<file path="config.mk">
export PLATFORM = sky130hd
export DESIGN_NAME = homing_interrupt_positioner
export DESIGN_NICKNAME = d
export VERILOG_FILES = /design/src/homing_pkg.sv /design/src/homing_interrupt_positioner.sv
export SDC_FILE = /design/constraint.sdc
export NUM_CORES = 1
export LEC_CHECK = 0
export BUFFER_PORTS_ARGS = -buffer_cell sky130_fd_sc_hd__buf_2
export CAP_MARGIN = 20
export CELL_PAD_IN_SITES_DETAIL_PLACEMENT = 0
export CELL_PAD_IN_SITES_GLOBAL_PLACEMENT = 2
export CORE_MARGIN = 10
export CORE_UTILIZATION = 36
export DETAILED_ROUTE_END_ITERATION = 7
export PLACE_DENSITY = 0.84
export SLEW_MARGIN = 25
export SYNTH_ARGS = -nofsm -noshare
export SYNTH_HDL_FRONTEND = slang
export SYNTH_SLANG_ARGS = --single-unit
</file>
<file path="constraint.sdc">
create_clock -name aclk -period 9.4 [get_ports aclk]
set_clock_uncertainty 0.05 [all_clocks]
set_input_delay 1.41 -clock aclk [delete_from_list [all_inputs] [get_ports aclk]]
set_output_delay 1.41 -clock aclk [all_outputs]
set_load 0.005 [all_outputs]
</file>
<file path="src/homing_pkg.sv">
// Constants, carrier types and state types of the homing and interrupt-move block
package homing_pkg;
   localparam logic [7:0] OFS_CTRL = 8'h00;
   localparam logic [7:0] OFS_DISP = 8'h04;
   localparam logic [7:0] OFS_SPEED = 8'h08;
   localparam logic [7:0] OFS_RAMP = 8'h0C;
   localparam logic [7:0] OFS_STAT = 8'h10;
   localparam logic [7:0] OFS_ORIGIN = 8'h14;
   localparam int CTRL_START_BIT = 0;
   localparam int CTRL_METHOD_LSB = 4;
   localparam int CTRL_ENABLE_BIT = 8;
   localparam int CTRL_CANCEL_EN_BIT = 9;
   localparam int CTRL_POS_MODE_BIT = 10;
   localparam int STAT_HOM_BUSY = 0;
   localparam int STAT_HOM_DONE = 1;
   localparam int STAT_MV_BUSY = 2;
   localparam int STAT_MV_DONE = 3;
   localparam int STAT_ALARM = 4;
   localparam int STAT_ARMED = 5;
   localparam logic [31:0] CTRL_RESET = 32'h0000_0600;
   localparam logic [31:0] DISP_RESET = 32'h0000_2710;
   localparam logic [31:0] DISP_MAX = 32'h4000_0000;
   localparam logic [15:0] SPEED_RESET = 16'h07D0;
   localparam logic [15:0] SPEED_MAX = 16'hEA60;
   localparam logic [10:0] RAMP_RESET = 11'h00A;
   localparam logic [10:0] RAMP_MAX = 11'h3E8;
   localparam logic [3:0] METHOD_FIRST = 4'h6;
   localparam logic [3:0] METHOD_LAST = 4'h9;
   localparam logic [1:0] RESP_OKAY = 2'h0;
   localparam logic [1:0] RESP_SLVERR = 2'h2;
   localparam int CLK_FREQ_KHZ = 40000;
   localparam int RAMP_TICK_MS = 1;
   localparam int RAMP_TICK_CYCLES = RAMP_TICK_MS * CLK_FREQ_KHZ;
   localparam logic [4:0] DIV_STEPS = 5'h10;

   typedef struct packed {
      logic pos_limit;
      logic neg_limit;
      logic enc_index;
      logic trigger;
      logic inhibit;
      logic cancel;
   } pins_t;

   typedef struct packed {
      logic run;
      logic dir_fwd;
      logic slow;
      logic shield;
      logic [15:0] speed;
   } drive_cmd_t;

   typedef enum logic [1:0] {H_IDLE, H_FAST_OUT, H_FAST_BACK, H_SLOW} hom_state_t;
   typedef enum logic [2:0] {
      M_IDLE, M_DIV, M_ACCEL, M_CRUISE, M_DECEL, M_DONE, M_ALARM
   } move_state_t;
endpackage

</file>
<file path="src/homing_interrupt_positioner.sv">
// Homing methods 6 to 9 and interrupt positioning behind an AXI4-Lite slave
//
// Local design decisions: the register offsets and the AXI4-Lite interface to the registers.
`timescale 1ns/1ps
`default_nettype none

// What this block does
// Method 6 low start: out, back, slow, stop
// Method 6 high start: back fast, slow forward
// Method 7 low start: mirror of method 6
// Method 7 high start: forward fast, slow reverse
// Method 8 low start: slow reverse, stop index
// Method 8 high start: reverse, stop on index
// Method 9 low start: slow forward, stop index
// Method 9 high start: forward, stop index
// Trigger aborts motion, shields external reference
// Completion output, then wait next trigger
// Trigger input dedicated while move enabled
// Zero-speed trigger alarms until trigger drops
// Trigger accepted only at non-zero speed
// Enable resets to 0; inhibit input overrides
// Preset displacement, default 10000, exact end
// Keep direction, ramp to preset speed
// Preset ramp time 0 to 1000 ms
// Cancel enable requires cancel release to rearm
// Synchronise inputs, detect edges on samples
// Final edge halts, latches origin, reports done
module homing_interrupt_positioner #(
   parameter int TICK_CYCLES = homing_pkg::RAMP_TICK_CYCLES
) (
   input wire logic aclk,
   input wire logic aresetn,
   input wire logic [7:0] awaddr,
   input wire logic awvalid,
   output logic awready,
   input wire logic [31:0] wdata,
   input wire logic [3:0] wstrb,
   input wire logic wvalid,
   output logic wready,
   output logic [1:0] bresp,
   output logic bvalid,
   input wire logic bready,
   input wire logic [7:0] araddr,
   input wire logic arvalid,
   output logic arready,
   output logic [31:0] rdata,
   output logic [1:0] rresp,
   output logic rvalid,
   input wire logic rready,
   input wire homing_pkg::pins_t pins_in,
   input wire logic [31:0] feedback_position,
   input wire logic motor_moving,
   input wire logic motor_dir_fwd,
   output homing_pkg::drive_cmd_t drive_cmd,
   output logic homing_done_out,
   output logic move_done_out,
   output logic alarm_out
);
   if (TICK_CYCLES < 2) begin : g_chk
      $error("TICK_CYCLES must be at least 2");
   end

   function automatic logic [31:0] merge(input logic [31:0] old_v, input logic [31:0] new_v,
                                         input logic [3:0] strb);
      logic [31:0] r;
      r = old_v;
      for (int i = 0; i < 4; i++) begin
         if (strb[i]) begin
            r[8*i +: 8] = new_v[8*i +: 8];
         end
      end
      return r;
   endfunction

   function automatic logic mapped(input logic [7:0] a);
      logic [7:0] w;
      w = {a[7:2], 2'b00};
      return w == homing_pkg::OFS_CTRL || w == homing_pkg::OFS_DISP ||
             w == homing_pkg::OFS_SPEED || w == homing_pkg::OFS_RAMP ||
             w == homing_pkg::OFS_STAT || w == homing_pkg::OFS_ORIGIN;
   endfunction

   homing_pkg::pins_t s1_reg, s2_reg, s3_reg, rise, fall;
   homing_pkg::hom_state_t hom_reg;
   homing_pkg::move_state_t mv_reg;
   homing_pkg::drive_cmd_t cmd_next;
   logic [31:0] ctrl_reg, disp_reg, origin_reg, aw_addr_word, wr_word;
   logic [31:0] start_pos_reg, accel_dist_reg, travelled, remaining;
   logic [15:0] speed_reg, mv_speed_reg, step_reg, div_q_reg;
   logic [16:0] div_rem_reg, trial;
   logic [10:0] ramp_reg;
   logic [4:0] div_cnt_reg;
   logic [31:0] tick_cnt_reg;
   logic [7:0] aw_addr_reg;
   logic [31:0] wdata_reg;
   logic [3:0] wstrb_reg;
   logic aw_have_reg, w_have_reg, wr_go, start_reg, tick;
   logic hom_done_reg, mv_done_reg, alarm_reg, armed_reg, mv_dir_reg, hom_dir;
   logic [3:0] method;
   logic method_ok, sw_lvl, sw_rise, sw_fall, out_fwd, slow_fwd, stop_evt;
   logic mv_en, trig_go, mv_end;

   // Two-stage synchroniser, third stage only for edge detection
   // sync and edges
   always_ff @(posedge aclk) begin
      if (!aresetn) begin
         s1_reg <= '0;
         s2_reg <= '0;
         s3_reg <= '0;
      end else begin
         s1_reg <= pins_in;
         s2_reg <= s1_reg;
         s3_reg <= s2_reg;
      end
   end
   assign rise = s2_reg & ~s3_reg;
   assign fall = ~s2_reg & s3_reg;

   // Write channel: address and data taken in either order
   assign wr_go = aw_have_reg && w_have_reg && !bvalid;
   assign aw_addr_word = {24'h000000, aw_addr_reg[7:2], 2'b00};
   always_ff @(posedge aclk) begin
      if (!aresetn) begin
         awready <= 1'b1;
         wready <= 1'b1;
         bvalid <= 1'b0;
         bresp <= homing_pkg::RESP_OKAY;
         aw_have_reg <= 1'b0;
         w_have_reg <= 1'b0;
         aw_addr_reg <= 8'h00;
         wdata_reg <= 32'h0000_0000;
         wstrb_reg <= 4'h0;
      end else begin
         if (awvalid && awready) begin
            aw_addr_reg <= awaddr;
            awready <= 1'b0;
            aw_have_reg <= 1'b1;
         end
         if (wvalid && wready) begin
            wdata_reg <= wdata;
            wstrb_reg <= wstrb;
            wready <= 1'b0;
            w_have_reg <= 1'b1;
         end
         if (wr_go) begin
            bvalid <= 1'b1;
            bresp <= mapped(aw_addr_reg) ? homing_pkg::RESP_OKAY : homing_pkg::RESP_SLVERR;
            aw_have_reg <= 1'b0;
            w_have_reg <= 1'b0;
         end
         if (bvalid && bready) begin
            bvalid <= 1'b0;
            awready <= 1'b1;
            wready <= 1'b1;
         end
      end
   end

   // Read channel
   always_ff @(posedge aclk) begin
      if (!aresetn) begin
         arready <= 1'b1;
         rvalid <= 1'b0;
         rdata <= 32'h0000_0000;
         rresp <= homing_pkg::RESP_OKAY;
      end else if (arvalid && arready) begin
         arready <= 1'b0;
         rvalid <= 1'b1;
         rresp <= mapped(araddr) ? homing_pkg::RESP_OKAY : homing_pkg::RESP_SLVERR;
         case ({araddr[7:2], 2'b00})
            homing_pkg::OFS_CTRL: rdata <= ctrl_reg;
            homing_pkg::OFS_DISP: rdata <= disp_reg;
            homing_pkg::OFS_SPEED: rdata <= {16'h0000, speed_reg};
            homing_pkg::OFS_RAMP: rdata <= {21'h000000, ramp_reg};
            homing_pkg::OFS_STAT: begin
               rdata <= 32'h0000_0000;
               rdata[homing_pkg::STAT_HOM_BUSY] <= hom_reg != homing_pkg::H_IDLE;
               rdata[homing_pkg::STAT_HOM_DONE] <= hom_done_reg;
               rdata[homing_pkg::STAT_MV_BUSY] <= mv_reg != homing_pkg::M_IDLE;
               rdata[homing_pkg::STAT_MV_DONE] <= mv_done_reg;
               rdata[homing_pkg::STAT_ALARM] <= alarm_reg;
               rdata[homing_pkg::STAT_ARMED] <= armed_reg;
            end
            homing_pkg::OFS_ORIGIN: rdata <= origin_reg;
            default: rdata <= 32'h0000_0000;
         endcase
      end else if (rvalid && rready) begin
         rvalid <= 1'b0;
         arready <= 1'b1;
      end
   end

   // Configuration registers; speed and ramp saturate on their low 16/11 bits, displacement on all 32
   // enable resets off
   assign wr_word = merge(32'h0000_0000, wdata_reg, wstrb_reg);
   always_ff @(posedge aclk) begin
      if (!aresetn) begin
         ctrl_reg <= homing_pkg::CTRL_RESET;
         disp_reg <= homing_pkg::DISP_RESET;
         speed_reg <= homing_pkg::SPEED_RESET;
         ramp_reg <= homing_pkg::RAMP_RESET;
         start_reg <= 1'b0;
      end else begin
         start_reg <= 1'b0;
         if (wr_go) begin
            case (aw_addr_word[7:0])
               homing_pkg::OFS_CTRL: begin
                  ctrl_reg <= merge(ctrl_reg, wdata_reg, wstrb_reg);
                  ctrl_reg[homing_pkg::CTRL_START_BIT] <= 1'b0;
                  start_reg <= wstrb_reg[0] && wdata_reg[homing_pkg::CTRL_START_BIT];
               end
               // displacement range
               homing_pkg::OFS_DISP: begin
                  disp_reg <= (merge(disp_reg, wdata_reg, wstrb_reg) > homing_pkg::DISP_MAX) ?
                              homing_pkg::DISP_MAX : merge(disp_reg, wdata_reg, wstrb_reg);
               end
               // speed range
               homing_pkg::OFS_SPEED: begin
                  speed_reg <= (wr_word[15:0] > homing_pkg::SPEED_MAX) ?
                               homing_pkg::SPEED_MAX : wr_word[15:0];
               end
               // ramp range
               homing_pkg::OFS_RAMP: begin
                  ramp_reg <= (wr_word[10:0] > homing_pkg::RAMP_MAX) ?
                              homing_pkg::RAMP_MAX : wr_word[10:0];
               end
               default: ;
            endcase
         end
      end
   end

   // Homing method decode: 6/8 use positive limit, 7/9 negative
   assign method = ctrl_reg[homing_pkg::CTRL_METHOD_LSB +: 4];
   assign method_ok = method >= homing_pkg::METHOD_FIRST && method <= homing_pkg::METHOD_LAST;
   assign sw_lvl = method[0] ? s2_reg.neg_limit : s2_reg.pos_limit;
   assign sw_rise = method[0] ? rise.neg_limit : rise.pos_limit;
   assign sw_fall = method[0] ? fall.neg_limit : fall.pos_limit;
   assign out_fwd = ~method[0];
   assign slow_fwd = method[3] ? method[0] : ~method[0];
   assign stop_evt = method[3] ? rise.enc_index : sw_rise;

   // low start goes outward fast
   // high start goes back fast
   always_ff @(posedge aclk) begin
      if (!aresetn) begin
         hom_reg <= homing_pkg::H_IDLE;
         hom_done_reg <= 1'b0;
         hom_dir <= 1'b1;
         origin_reg <= 32'h0000_0000;
      end else begin
         case (hom_reg)
            homing_pkg::H_IDLE: begin
               if (start_reg && method_ok && mv_reg == homing_pkg::M_IDLE) begin
                  hom_done_reg <= 1'b0;
                  hom_reg <= sw_lvl ? homing_pkg::H_FAST_BACK : homing_pkg::H_FAST_OUT;
                  hom_dir <= sw_lvl ? ~out_fwd : out_fwd;
               end
            end
            homing_pkg::H_FAST_OUT: begin
               if (sw_rise) begin
                  hom_reg <= homing_pkg::H_FAST_BACK;
                  hom_dir <= ~out_fwd;
               end
            end
            homing_pkg::H_FAST_BACK: begin
               if (sw_fall) begin
                  hom_reg <= homing_pkg::H_SLOW;
                  hom_dir <= slow_fwd;
               end
            end
            homing_pkg::H_SLOW: begin
               // halt and latch origin
               if (stop_evt) begin
                  hom_reg <= homing_pkg::H_IDLE;
                  hom_done_reg <= 1'b1;
                  origin_reg <= feedback_position;
               end
            end
            default: hom_reg <= homing_pkg::H_IDLE;
         endcase
      end
   end

   // Millisecond tick for the ramp
   assign tick = tick_cnt_reg == 32'(TICK_CYCLES - 1);
   always_ff @(posedge aclk) begin
      if (!aresetn || tick) begin
         tick_cnt_reg <= 32'h0000_0000;
      end else begin
         tick_cnt_reg <= tick_cnt_reg + 32'h0000_0001;
      end
   end

   // trigger input gated by enable and inhibit
   assign mv_en = ctrl_reg[homing_pkg::CTRL_ENABLE_BIT] && !s2_reg.inhibit &&
                  ctrl_reg[homing_pkg::CTRL_POS_MODE_BIT];
   assign trig_go = rise.trigger && mv_en && armed_reg && hom_reg == homing_pkg::H_IDLE &&
                    (mv_reg == homing_pkg::M_IDLE || mv_reg == homing_pkg::M_DONE);
   assign travelled = mv_dir_reg ? feedback_position - start_pos_reg :
                                   start_pos_reg - feedback_position;
   assign remaining = disp_reg - travelled;
   assign mv_end = travelled >= disp_reg;
   assign trial = {div_rem_reg[15:0], div_q_reg[15]};

   // trigger takes over at non-zero speed
   always_ff @(posedge aclk) begin
      if (!aresetn) begin
         mv_reg <= homing_pkg::M_IDLE;
         mv_done_reg <= 1'b0;
         alarm_reg <= 1'b0;
         mv_dir_reg <= 1'b1;
         mv_speed_reg <= 16'h0000;
         step_reg <= 16'h0000;
         div_q_reg <= 16'h0000;
         div_rem_reg <= 17'h00000;
         div_cnt_reg <= 5'h00;
         start_pos_reg <= 32'h0000_0000;
         accel_dist_reg <= 32'h0000_0000;
      end else begin
         case (mv_reg)
            homing_pkg::M_IDLE, homing_pkg::M_DONE: begin
               if (trig_go && motor_moving) begin
                  // keep travel direction
                  mv_reg <= homing_pkg::M_DIV;
                  mv_done_reg <= 1'b0;
                  mv_dir_reg <= motor_dir_fwd;
                  start_pos_reg <= feedback_position;
                  mv_speed_reg <= 16'h0000;
                  div_q_reg <= speed_reg;
                  div_rem_reg <= 17'h00000;
                  div_cnt_reg <= homing_pkg::DIV_STEPS;
               end else if (trig_go) begin
                  // zero-speed alarm
                  mv_reg <= homing_pkg::M_ALARM;
                  alarm_reg <= 1'b1;
               end else if (!mv_en) begin
                  mv_reg <= homing_pkg::M_IDLE;
               end
            end
            homing_pkg::M_DIV: begin
               // step per ms is speed over ramp time
               if (ramp_reg == 11'h000) begin
                  step_reg <= speed_reg;
                  mv_reg <= homing_pkg::M_ACCEL;
               end else if (div_cnt_reg == 5'h00) begin
                  step_reg <= (div_q_reg == 16'h0000) ? 16'h0001 : div_q_reg;
                  mv_reg <= homing_pkg::M_ACCEL;
               end else begin
                  div_cnt_reg <= div_cnt_reg - 5'h01;
                  if (trial >= {6'h00, ramp_reg}) begin
                     div_rem_reg <= trial - {6'h00, ramp_reg};
                     div_q_reg <= {div_q_reg[14:0], 1'b1};
                  end else begin
                     div_rem_reg <= trial;
                     div_q_reg <= {div_q_reg[14:0], 1'b0};
                  end
               end
            end
            homing_pkg::M_ACCEL, homing_pkg::M_CRUISE, homing_pkg::M_DECEL: begin
               // exact end raises completion
               if (mv_end) begin
                  mv_reg <= homing_pkg::M_DONE;
                  mv_done_reg <= 1'b1;
                  mv_speed_reg <= 16'h0000;
               end else if (mv_reg != homing_pkg::M_DECEL &&
                            remaining <= (mv_reg == homing_pkg::M_ACCEL ?
                                          travelled : accel_dist_reg)) begin
                  mv_reg <= homing_pkg::M_DECEL;
               end else if (mv_reg == homing_pkg::M_ACCEL && tick) begin
                  if ({1'b0, mv_speed_reg} + {1'b0, step_reg} >= {1'b0, speed_reg}) begin
                     mv_speed_reg <= speed_reg;
                     accel_dist_reg <= travelled;
                     mv_reg <= homing_pkg::M_CRUISE;
                  end else begin
                     mv_speed_reg <= mv_speed_reg + step_reg;
                  end
               end else if (mv_reg == homing_pkg::M_DECEL && tick) begin
                  mv_speed_reg <= (mv_speed_reg > step_reg) ? mv_speed_reg - step_reg : step_reg;
               end
            end
            homing_pkg::M_ALARM: begin
               if (!s2_reg.trigger) begin
                  mv_reg <= homing_pkg::M_IDLE;
                  alarm_reg <= 1'b0;
               end
            end
            default: mv_reg <= homing_pkg::M_IDLE;
         endcase
      end
   end

   // rearm needs cancel release when enabled; release wins
   always_ff @(posedge aclk) begin
      if (!aresetn) begin
         armed_reg <= 1'b1;
      end else if (fall.cancel) begin
         armed_reg <= 1'b1;
      end else if (mv_end && (mv_reg == homing_pkg::M_ACCEL ||
                  mv_reg == homing_pkg::M_CRUISE || mv_reg == homing_pkg::M_DECEL)) begin
         armed_reg <= !ctrl_reg[homing_pkg::CTRL_CANCEL_EN_BIT];
      end
   end

   // Drive command: homing has the motor, else the preset move
   always_comb begin
      cmd_next = '0;
      cmd_next.dir_fwd = hom_dir;
      if (hom_reg != homing_pkg::H_IDLE) begin
         cmd_next.run = 1'b1;
         cmd_next.slow = hom_reg == homing_pkg::H_SLOW;
      end else if (mv_reg != homing_pkg::M_IDLE && mv_reg != homing_pkg::M_ALARM) begin
         cmd_next.run = mv_reg != homing_pkg::M_DONE;
         cmd_next.dir_fwd = mv_dir_reg;
         cmd_next.shield = 1'b1;
         cmd_next.speed = mv_speed_reg;
      end
   end

   always_ff @(posedge aclk) begin
      if (!aresetn) begin
         drive_cmd <= '0;
         homing_done_out <= 1'b0;
         move_done_out <= 1'b0;
         alarm_out <= 1'b0;
      end else begin
         drive_cmd <= cmd_next;
         homing_done_out <= hom_done_reg;
         move_done_out <= mv_done_reg;
         alarm_out <= alarm_reg;
      end
   end
endmodule

`default_nettype wire

</file>
======== Word-level counts from Yosys, hierarchy flattened ========
Index checks and enable logic that the tools add are counted.
Widths: inputs -> output; s select.
word-level totals
  output and inout bits ................... 64
  input port bits ......................... 99
  logic and storage cells ................. 314
  bits in registers ....................... 427
cells by class
  reduce and logical (&&, ||, !) cells .... 86
  eq/ne operators ......................... 40
  bitwise gates (word level) .............. 9
  add/subtract/negate cells ............... 9
  order comparisons ....................... 10
  multiplexer cells ....................... 96
operator list
  cell                   number
  $mux 16                18
  $pmux 32 s6            1
  $mux 8                 18
  $mux 32                3
  $pmux 16 s2            3
  $sub 32x32->32         3
  $add 32x1->32 const B  1
  $eq 32x16->1 const B   1
  $ge 32x32->1           1
  $gt 32x31->1 const B   1
  $le 32x32->1           1
  $mux 3                 10
  $eq 6x2->1 const B     4
  $eq 6x3->1 const B     4
  $logic_and 1x1->1      23
  $mux 1                 23
  $ne 2x2->1 const B     11
  $reduce_and 3->1       7
  $reduce_and 4->1       5
  $add 16x16->17         1
  $ge 17x11->1           1
  $ge 17x16->1           1
  $mux 17                1
  $add 16x16->16         1
  42 further kinds       107

======== Depth between registers and ports, before layout ========
Gate-level depths: netlist (run 1).
  word-level depth ........................ 10
  mapped depth ............................ 33
  mapped depth without buffers ............ 30

======== Worst setup path before layout (run 1) ========
No wires, ideal clock.
  path kind ............................... input-to-reg
  start ................................... in feedback_position[0]
  end ..................................... reg mv_speed_reg[14]
  cell stages on the path ................. 28
  buffers on the path ..................... 2
  library setup time ...................... 0.079 ns
  data arrival time ....................... 7.364 ns
  slack ................................... 1.907 ns
  required time ........................... 9.271 ns
  cell sequence ........................... ha_1 fa_1 nand2b_1 a21o_1 a2111oi_1 o21bai_1 a32o_1 xor2_1 ha_1 clkbuf_1 nand4_1 a211oi_1 nor4_1 o41a_1 o2111ai_1 a31o_2 a21oi_1 xnor2_1 ha_1 nand4_1 nor4_1 a21o_1 a21oi_1 o311ai_0 o211a_1 clkbuf_1 nand2_1 o211ai_1
on the way
  cells in the longest elaborated chain, start to end .. 7
RTL lines
  what                                       line                                                                    RTL
  start: declaration                         homing_interrupt_positioner.sv:51                                       input wire logic [31:0] feedback_position,
  $sub 32x32->32 (on tied branches)          homing_interrupt_positioner.sv:301, homing_interrupt_positioner.sv:300
  $mux 32 *                                  homing_interrupt_positioner.sv:300                                      assign travelled = mv_dir_reg ? feedback_position - start_pos_reg :
  $sub 32x32->32 or $mux 32 (tied branches)  homing_interrupt_positioner.sv:302, homing_interrupt_positioner.sv:367
  $le 32x32->1                               homing_interrupt_positioner.sv:367                                      remaining <= (mv_reg == homing_pkg::M_ACCEL ?
  $logic_and 1x1->1                          homing_interrupt_positioner.sv:366                                      end else if (mv_reg != homing_pkg::M_DECEL &&
  $ne 3x3->1 (no line)                       n/a
  $reduce_and 4->1 (no line)                 n/a
  end signal: assignment                     homing_interrupt_positioner.sv:372                                      mv_speed_reg <= speed_reg;
  end signal: assignment                     homing_interrupt_positioner.sv:376                                      mv_speed_reg <= mv_speed_reg + step_reg;
  end signal: assignment                     homing_interrupt_positioner.sv:379                                      mv_speed_reg <= (mv_speed_reg > step_reg) ? mv_speed_reg - step_reg : step_reg;
  end: declaration                           homing_interrupt_positioner.sv:89                                       logic [15:0] speed_reg, mv_speed_reg, step_reg, div_q_reg;
Mark *: on every way between the ends. The rest lies on a longest branch, timed or not.
A chain may end at the register's enable or synchronous reset.

======== Worst setup path in the final report (run 1) ========
  start ................................... in feedback_position[0]
  end ..................................... reg accel_dist_reg[22]
on the way
  cells in the longest elaborated chain, start to end .. 7
RTL lines
  what                                       line                                                                    RTL
  $sub 32x32->32 (on tied branches)          homing_interrupt_positioner.sv:301, homing_interrupt_positioner.sv:300
  $mux 32 *                                  homing_interrupt_positioner.sv:300
  $sub 32x32->32 or $mux 32 (tied branches)  homing_interrupt_positioner.sv:302, homing_interrupt_positioner.sv:367
  $le 32x32->1                               homing_interrupt_positioner.sv:367
  $logic_and 1x1->1                          homing_interrupt_positioner.sv:366
  $not 1->1 (no line)                        n/a
  $reduce_and 5->1 (no line)                 n/a
  end signal: assignment                     homing_interrupt_positioner.sv:373                                      accel_dist_reg <= travelled;
  end: declaration                           homing_interrupt_positioner.sv:88                                       logic [31:0] start_pos_reg, accel_dist_reg, travelled, remaining;
Marks and branches as above.

==> run_results.csv, run 1 <==
group,metric,value,unit
outcome,outcome,"completed",
worst_setup_path,reg2reg_from,"start_pos_reg[0]$_SDFFE_PN0P_",
clock_tree,cts_setup_buffers,0,
yosys,netlist_area,25700,um2
worst_setup_path,critPathKind,"input pin to register",
power_and_ir_drop,irDropWorstVdd,0.000148,V
place,portBuffers,156,
global_route,grt_pass1_wl,135000,um
global_route,grt_max_degree,111,
floorplanning,die_h,287,um
worst_setup_path,r2r_end,"accel_dist_reg[22]$_SDFFE_PN0P_",
clock_tree,cts_buffers,54,
clock_tree,cts_sinks,422,
power_and_ir_drop,p_int,3.56,mW
final_layout,seqCellArea,8450,um2
timing,slew_headroom,34.5,%
yosys,synth.most_common_cell,"nand2_1",
worst_setup_path,critPathMaxFanout,14,
clock_tree,cts_tree,"yes",
floorplanning,start_util,36.5,%
place,place.gp.congestion,0.896,
global_route,grt_overflow,0,
place,hpwl,65400,um
worst_setup_path,max_stage_delay,0.56,ns
power_and_ir_drop,leakagePower,11.6,nW
clock_tree,cts_max_path_buffers,3,
clock_tree,ctsHoldBuffers,0,
floorplanning,die-area,82400,um2
yosys,synth_cells,3390,
global_route,track_usage,20.3,%
drt,vias_per_cell,5.42,
timing,tightest_slew,0.983,ns
final_layout,final_cells,4441,
clock_tree,clk_pin_slew,0.06,ns
power_and_ir_drop,p_seq_share,37.3,%
clock_tree,clock_latency,0.65,ns
global_route,antenna_found_initial,2,
yosys,yosysTopAreaCell,"dfxtp_1",
final_layout,diodes,0,
clock_tree,ctsResizeCount,0,
hold_path,hold_start,"s1_reg[0]$_SDFF_PN0_",
run,cap_viol_max_count,0,
place,placedCellCount,4344,
timing,rsz0062_at_grt,"no",
clock_tree,cts_max_level,2,
power_and_ir_drop,p_per_area,172,nW/um2
floorplanning,core-area,70400,um2
yosys,synth_top_cells_by_count,"498 x nand2_1, 430 x a21oi_1, 422 x dfxtp_1",
drt,firstDrtPassIters,7,
final_layout,final.fill_count,7469,
yosys,synth.distinct_cells,81,
worst_setup_path,startpoint_type,"input pin",
worst_setup_path,cp-end-kind,"register",
timing,finalSetupViolations,0,
drt,vias,24100,
power_and_ir_drop,power_frac_clock,45.4,%
worst_setup_path,cpMostUsedCell,"ha_1",
global_route,grt_pass1_vias,23100,
power_and_ir_drop,power_switching_share,29.1,%
timing,hold_viol,0,
worst_setup_path,worst-r2r-cell-count,32,
yosys,synth_flop_cell,"dfxtp_1",
worst_setup_path,cp.arrival,9.09,ns
hold_path,hold_path_class,"register to register",
clock_tree,cts_root_buffer,"clkbuf_16",
power_and_ir_drop,switchingPower,1.47,mW
floorplanning,die_w,287,um
yosys,synth.avg_cell_area,7.57,um2
power_and_ir_drop,p_comb_share,17.3,%
worst_setup_path,crit_slowest_cell,"a2111oi_1",
drt,drtIter0Drc,2077,
drt,drc,0,
hold_path,min_path_cells,1,
final_layout,nets,3759,
yosys,yosysSeqAreaShare,32.9,%
yosys,async_flop_share,0,%
yosys,ys_warn_count,0,
yosys,synth_edf_count,0,
worst_setup_path,required,9.89,ns
timing,maxSlewViolCount,0,
hold_path,min_delay_worst_endpoint,"s2_reg[0]$_SDFF_PN0_",
timing,period_needed,8.61,ns
yosys,ys_ff_latch,422,
floorplanning,rows,97,
drt,wl_per_cell,19.5,um
drt,wl,86600,um
worst_setup_path,r2r_slack,1.32,ns
final_layout,syn2layout_area_growth,14.2,%
drt,ant_nets,0,
final_layout,multi_input_area,15800,um2
floorplanning,io_pins,163,
yosys,synth_top_area_share,32.9,%
timing,period_share,91.6,%
yosys,synth_area_leaders,"dfxtp_1 33%, ha_1 9.4%, a21oi_1 8.4%",
timing,tns,0,ns
timing,clock.fmax,116,MHz
final_layout,drive_gt1_share,9.63,%
## worst max-delay path by stage
stage                          from                               to  slack [ns]  cells after the start
6_report       feedback_position[0]  accel_dist_reg[22]$_SDFFE_PN0P_        0.79                     32
5_1_grt        feedback_position[0]  accel_dist_reg[27]$_SDFFE_PN0P_        0.17                     32
4_1_cts        feedback_position[0]  accel_dist_reg[15]$_SDFFE_PN0P_        0.94                     33
3_5_place_dp   feedback_position[0]  accel_dist_reg[15]$_SDFFE_PN0P_        0.37                     33
3_3_place_gp   feedback_position[0]  accel_dist_reg[15]$_SDFFE_PN0P_        0.46                     33
2_1_floorplan  feedback_position[0]    mv_speed_reg[14]$_SDFFE_PN0P_        1.91                     28
## layer usage
| layer | global-route usage, % | vias to the layer above | part of all wire (%) |
|---|---|---|---|
| met3 | 3.03 | 106 | 5.3 |
| met1 | 27.4 | 11300 | 46 |
| met2 | 33.5 | 551 | 46 |
| met5 | 0 | - | 0 |
| li1 | - | 12100 | - |
| met4 | 5.14 | 0 | 2.3 |
## power by group through the flow
stage	Combinational [mW]	Clock, mW	Sequential, mW
after global placement	0.862	0	1.91
final	0.870	2.28	1.88
after CTS	0.868	2.34	1.87
after global routing	0.973	2.40	1.88
after detailed placement	0.862	0	1.91
after floorplan	0.641	0	1.89
## metrics by stage
stage	hold WS, ns	utilization (%)	setup WS, ns	power [mW]	cell area, um2
after global placement	0.366	38.8	0.457	2.78	27300
final	0.383	41.6	0.793	5.03	29300
after floorplan	0.360	-	1.91	2.53	25700
after CTS	0.386	41.6	0.941	5.08	29300
after detailed placement	0.370	38.8	0.367	2.78	27300
after global routing	0.410	41.6	0.172	5.25	29300
## worst max-delay path, delay by kind of cell
kind | cells | cell delay, ns
xor gates and xnor gates | 2 | 0.50
AOI/OAI and AO/OA | 14 | 3.14
adders and majority gates | 4 | 1.29
and+or+nand+nor | 9 | 2.24
buffers and inverters | 3 | 0.48
## layout by cell type (no fill, tap or decap), types with 10 or more instances in the layout
| master | n |
|---|---|
| a211oi_1 | 36 |
| a21o_1 | 44 |
| a21oi_1 | 430 |
| a221oi_1 | 17 |
| a222oi_1 | 16 |
| a22oi_1 | 47 |
| a2bb2oi_1 | 10 |
| a31oi_1 | 22 |
| a32oi_1 | 18 |
| and2_1 | 49 |
| and3_1 | 20 |
| buf_2 | 156 |
| buf_4 | 49 |
| clkbuf_16 | 54 |
| clkbuf_8 | 13 |
| dfxtp_1 | 422 |
| ha_1 | 193 |
| inv_1 | 188 |
| mux2i_1 | 32 |
| nand2_1 | 497 |
| nand2b_1 | 31 |
| nand3_1 | 109 |
| nand4_1 | 40 |
| nor2_1 | 300 |
| nor2b_1 | 31 |
| nor3_1 | 51 |
| nor4_1 | 35 |
| o211ai_1 | 19 |
| o21a_1 | 21 |
| o21ai_0 | 172 |
| o21bai_1 | 24 |
| o31ai_1 | 13 |
| or3_1 | 24 |
| xnor2_1 | 72 |
| xor2_1 | 45 |
## final cells by class
cell class	instances	share of cell area, %
Clock buffer	75	5.32
Timing Repair Buffer	207	4.08
Sequential cell	422	28.8
Inverter	189	2.45
Multi-Input combinational cell	2587	53.9
Clock inverter	21	1.43
Tap cell	940	4.01
## cell families after synthesis
kind of cell,after synthesis,synth area share (%)
other,1,0.0146
buffers and inverters,382,5.79
adders and majority gates,199,9.87
xor gates and xnor gates,117,3.99
and+or+nand+nor,1245,22.0
DFF,422,32.9
AOI/OAI and AO/OA,983,23.7
muxes,41,1.73
No activity file was read; power rests on OpenSTA's default activity.
==> inputs of run 2 (changes only) <==
CORE_ASPECT_RATIO = 0.75   (was default)
==> run 2 against run 1 <==
  * Worst hold slack worse by 0.0057 ns
  * Global-route usage is 0.69 points higher
  * Worst setup slack better by 0.22 ns
  * Maximum frequency is 2.6% higher
  * Clock-buffer cell count is 7 lower
  * Non-clock buffer count is 12 lower
  * Clock power is 11% lower
  * First-iteration DRC count is 16% higher
  * Via count is 0.40% higher
  * Register-to-register slack better by 0.29 ns
  * Power is 5.0% lower
  * Critical path depth is 1 lower
  * Critical path type unchanged
  * Largest power group unchanged
==> run_results.csv, run 2 (same netlist as run 1, synthesis figures left out) <==
group,metric,value,unit
outcome,outcome,"completed",
timing,rsz0062_at_grt,"no",
drt,drc,0,
clock_tree,ctsHoldBuffers,0,
timing,clock.fmax,119,MHz
clock_tree,clk_pin_slew,0.06,ns
floorplanning,die_h,251,um
final_layout,fin_area,28900,um2
final_layout,syn2layout_area_growth,12.6,%
clock_tree,clock_latency,0.62,ns
final_layout,nets,3742,
power_and_ir_drop,switchingPower,1.44,mW
run,cap_viol_max_count,0,
timing,tightest_slew,1.05,ns
power_and_ir_drop,p_seq_share,39.3,%
clock_tree,cts_max_path_buffers,3,
final_layout,final_cell_mix,"497 x nand2_1, 430 x a21oi_1, 422 x dfxtp_1",
final_layout,seqCellArea,8450,um2
floorplanning,io_pins,163,
floorplanning,rows,84,
worst_setup_path,crit_slowest_cell,"a2111oi_1",
power_and_ir_drop,irDropWorstVdd,0.000137,V
final_layout,drive_gt1_share,9.10,%
clock_tree,ctsResizeCount,0,
power_and_ir_drop,p_per_area,165,nW/um2
drt,vias_per_cell,5.46,
timing,period_share,89.3,%
place,portBuffers,156,
worst_setup_path,critPathLaunch,"feedback_position[0]",
power_and_ir_drop,power_switching_share,30.0,%
power_and_ir_drop,power_frac_clock,42.3,%
floorplanning,start_util,36.5,%
floorplanning,core-area,70400,um2
global_route,track_usage,21.0,%
final_layout,final.fill_count,7459,
timing,hold_ws,0.377,ns
clock_tree,cts_root_buffer,"clkbuf_16",
drt,drtIter0Drc,2416,
timing,period_needed,8.39,ns
timing,maxSlewViolCount,0,
floorplanning,die_w,328,um
clock_tree,cts_sinks,422,
worst_setup_path,cpMostUsedCell,"ha_1",
drt,vias,24200,
place,placedCellCount,4339,
timing,tns,0,ns
final_layout,layout_commonest_cell,"nand2_1",
place,hpwl,68400,um
clock_tree,cts_max_level,2,
worst_setup_path,startpoint_type,"input pin",
power_and_ir_drop,p_int,3.34,mW
floorplanning,die-area,82500,um2
global_route,grt_max_degree,95,
worst_setup_path,critPathKind,"input pin to register",
timing,hold_viol,0,
global_route,antenna_found_initial,6,
final_layout,utilization,41.1,%
drt,ant_nets,0,
worst_setup_path,reg2reg_from,"start_pos_reg[0]$_SDFFE_PN0P_",
power_and_ir_drop,leakagePower,11.4,nW
worst_setup_path,required,9.86,ns
worst_setup_path,cp-end-kind,"register",
final_layout,final_cells,4430,
final_layout,multi_input_area,15800,um2
global_route,grt_pass1_wl,139000,um
drt,wl_per_cell,20.4,um
worst_setup_path,cp.arrival,8.85,ns
timing,slew_headroom,29.3,%
worst_setup_path,max_stage_delay,0.48,ns
place,placed_cell_area,27200,um2
clock_tree,cts_tree,"yes",
drt,wl,90300,um
hold_path,hold_path_class,"register to register",
global_route,grt_pass1_vias,22200,
hold_path,hold_start,"s1_reg[4]$_SDFF_PN0_",
clock_tree,cts_setup_buffers,0,
global_route,grt_overflow,0,
power_and_ir_drop,p_comb_share,18.4,%
clock_tree,cts_buffers,49,
worst_setup_path,critPathMaxFanout,16,
timing,finalSetupViolations,0,
drt,firstDrtPassIters,6,
place,place.gp.congestion,0.868,
==> run 2: cell count changes in the layout (fill, tap and decap cells not counted), sizes merged <==
cell	previous run	this run
clkinvlp	2	3
diode	0	2
bufinv	9	5
buf	207	195
inv	189	192
clkbuf	75	68
==> run 2: layout make-up <==
class,instances,area share (%)
multi-input cells,2587,54.6
clock inverters,21,1.00
well taps,946,4.09
clock buffers,68,4.87
diodes,2,0.0173
inverters,189,2.48
repair buffers,195,3.71
flip-flops and latches,422,29.2
==> run 2: power by group through the flow <==
stage	combinational, mW	sequential [mW]	clock, mW
6_report	0.878	1.88	2.02
5_1_grt	0.977	1.88	2.13
4_1_cts	0.867	1.88	2.06
3_5_place_dp	0.862	1.92	0
3_3_place_gp	0.865	1.92	0
2_1_floorplan	0.641	1.89	0
==> run 2: per-stage QoR <==
stage	setup slack, ns	power, mW
finish	1.01	4.78
global route	0.491	4.99
CTS	1.09	4.81
detailed placement	0.496	2.78
global placement	0.553	2.78
floorplan	1.91	2.53
==> run 2: path summary, 6_finish.rpt <==
check	end	slack (ns)	cells after the start
setup / recovery	accel_dist_reg[18]$_SDFFE_PN0P_	1.01	31
hold / removal	s2_reg[4]$_SDFF_PN0_	0.38	1
hold reg to reg	s2_reg[4]$_SDFF_PN0_	0.38	1
setup reg to reg	accel_dist_reg[18]$_SDFFE_PN0P_	1.61	31
==> run 2: routing by layer <==
layer / vias up / share of wire [%] / global-route usage, %
li1: 12000 / - / -
met1: 11300 / 53 / 33.1
met2: 686 / 38 / 27.7
met3: 90 / 8.1 / 5.26
met4: 2 / 1.7 / 4.03
met5: - / 0.014 / 0
==> run 2: critical path: cells and delay by family <==
| family | cells | cell delay [ns] |
|---|---|---|
| xor+xnor | 2 | 0.43 |
| compound gates | 15 | 3.18 |
| buf+inv | 2 | 0.40 |
| simple gates | 8 | 2.08 |
| fa+ha+maj | 4 | 1.31 |
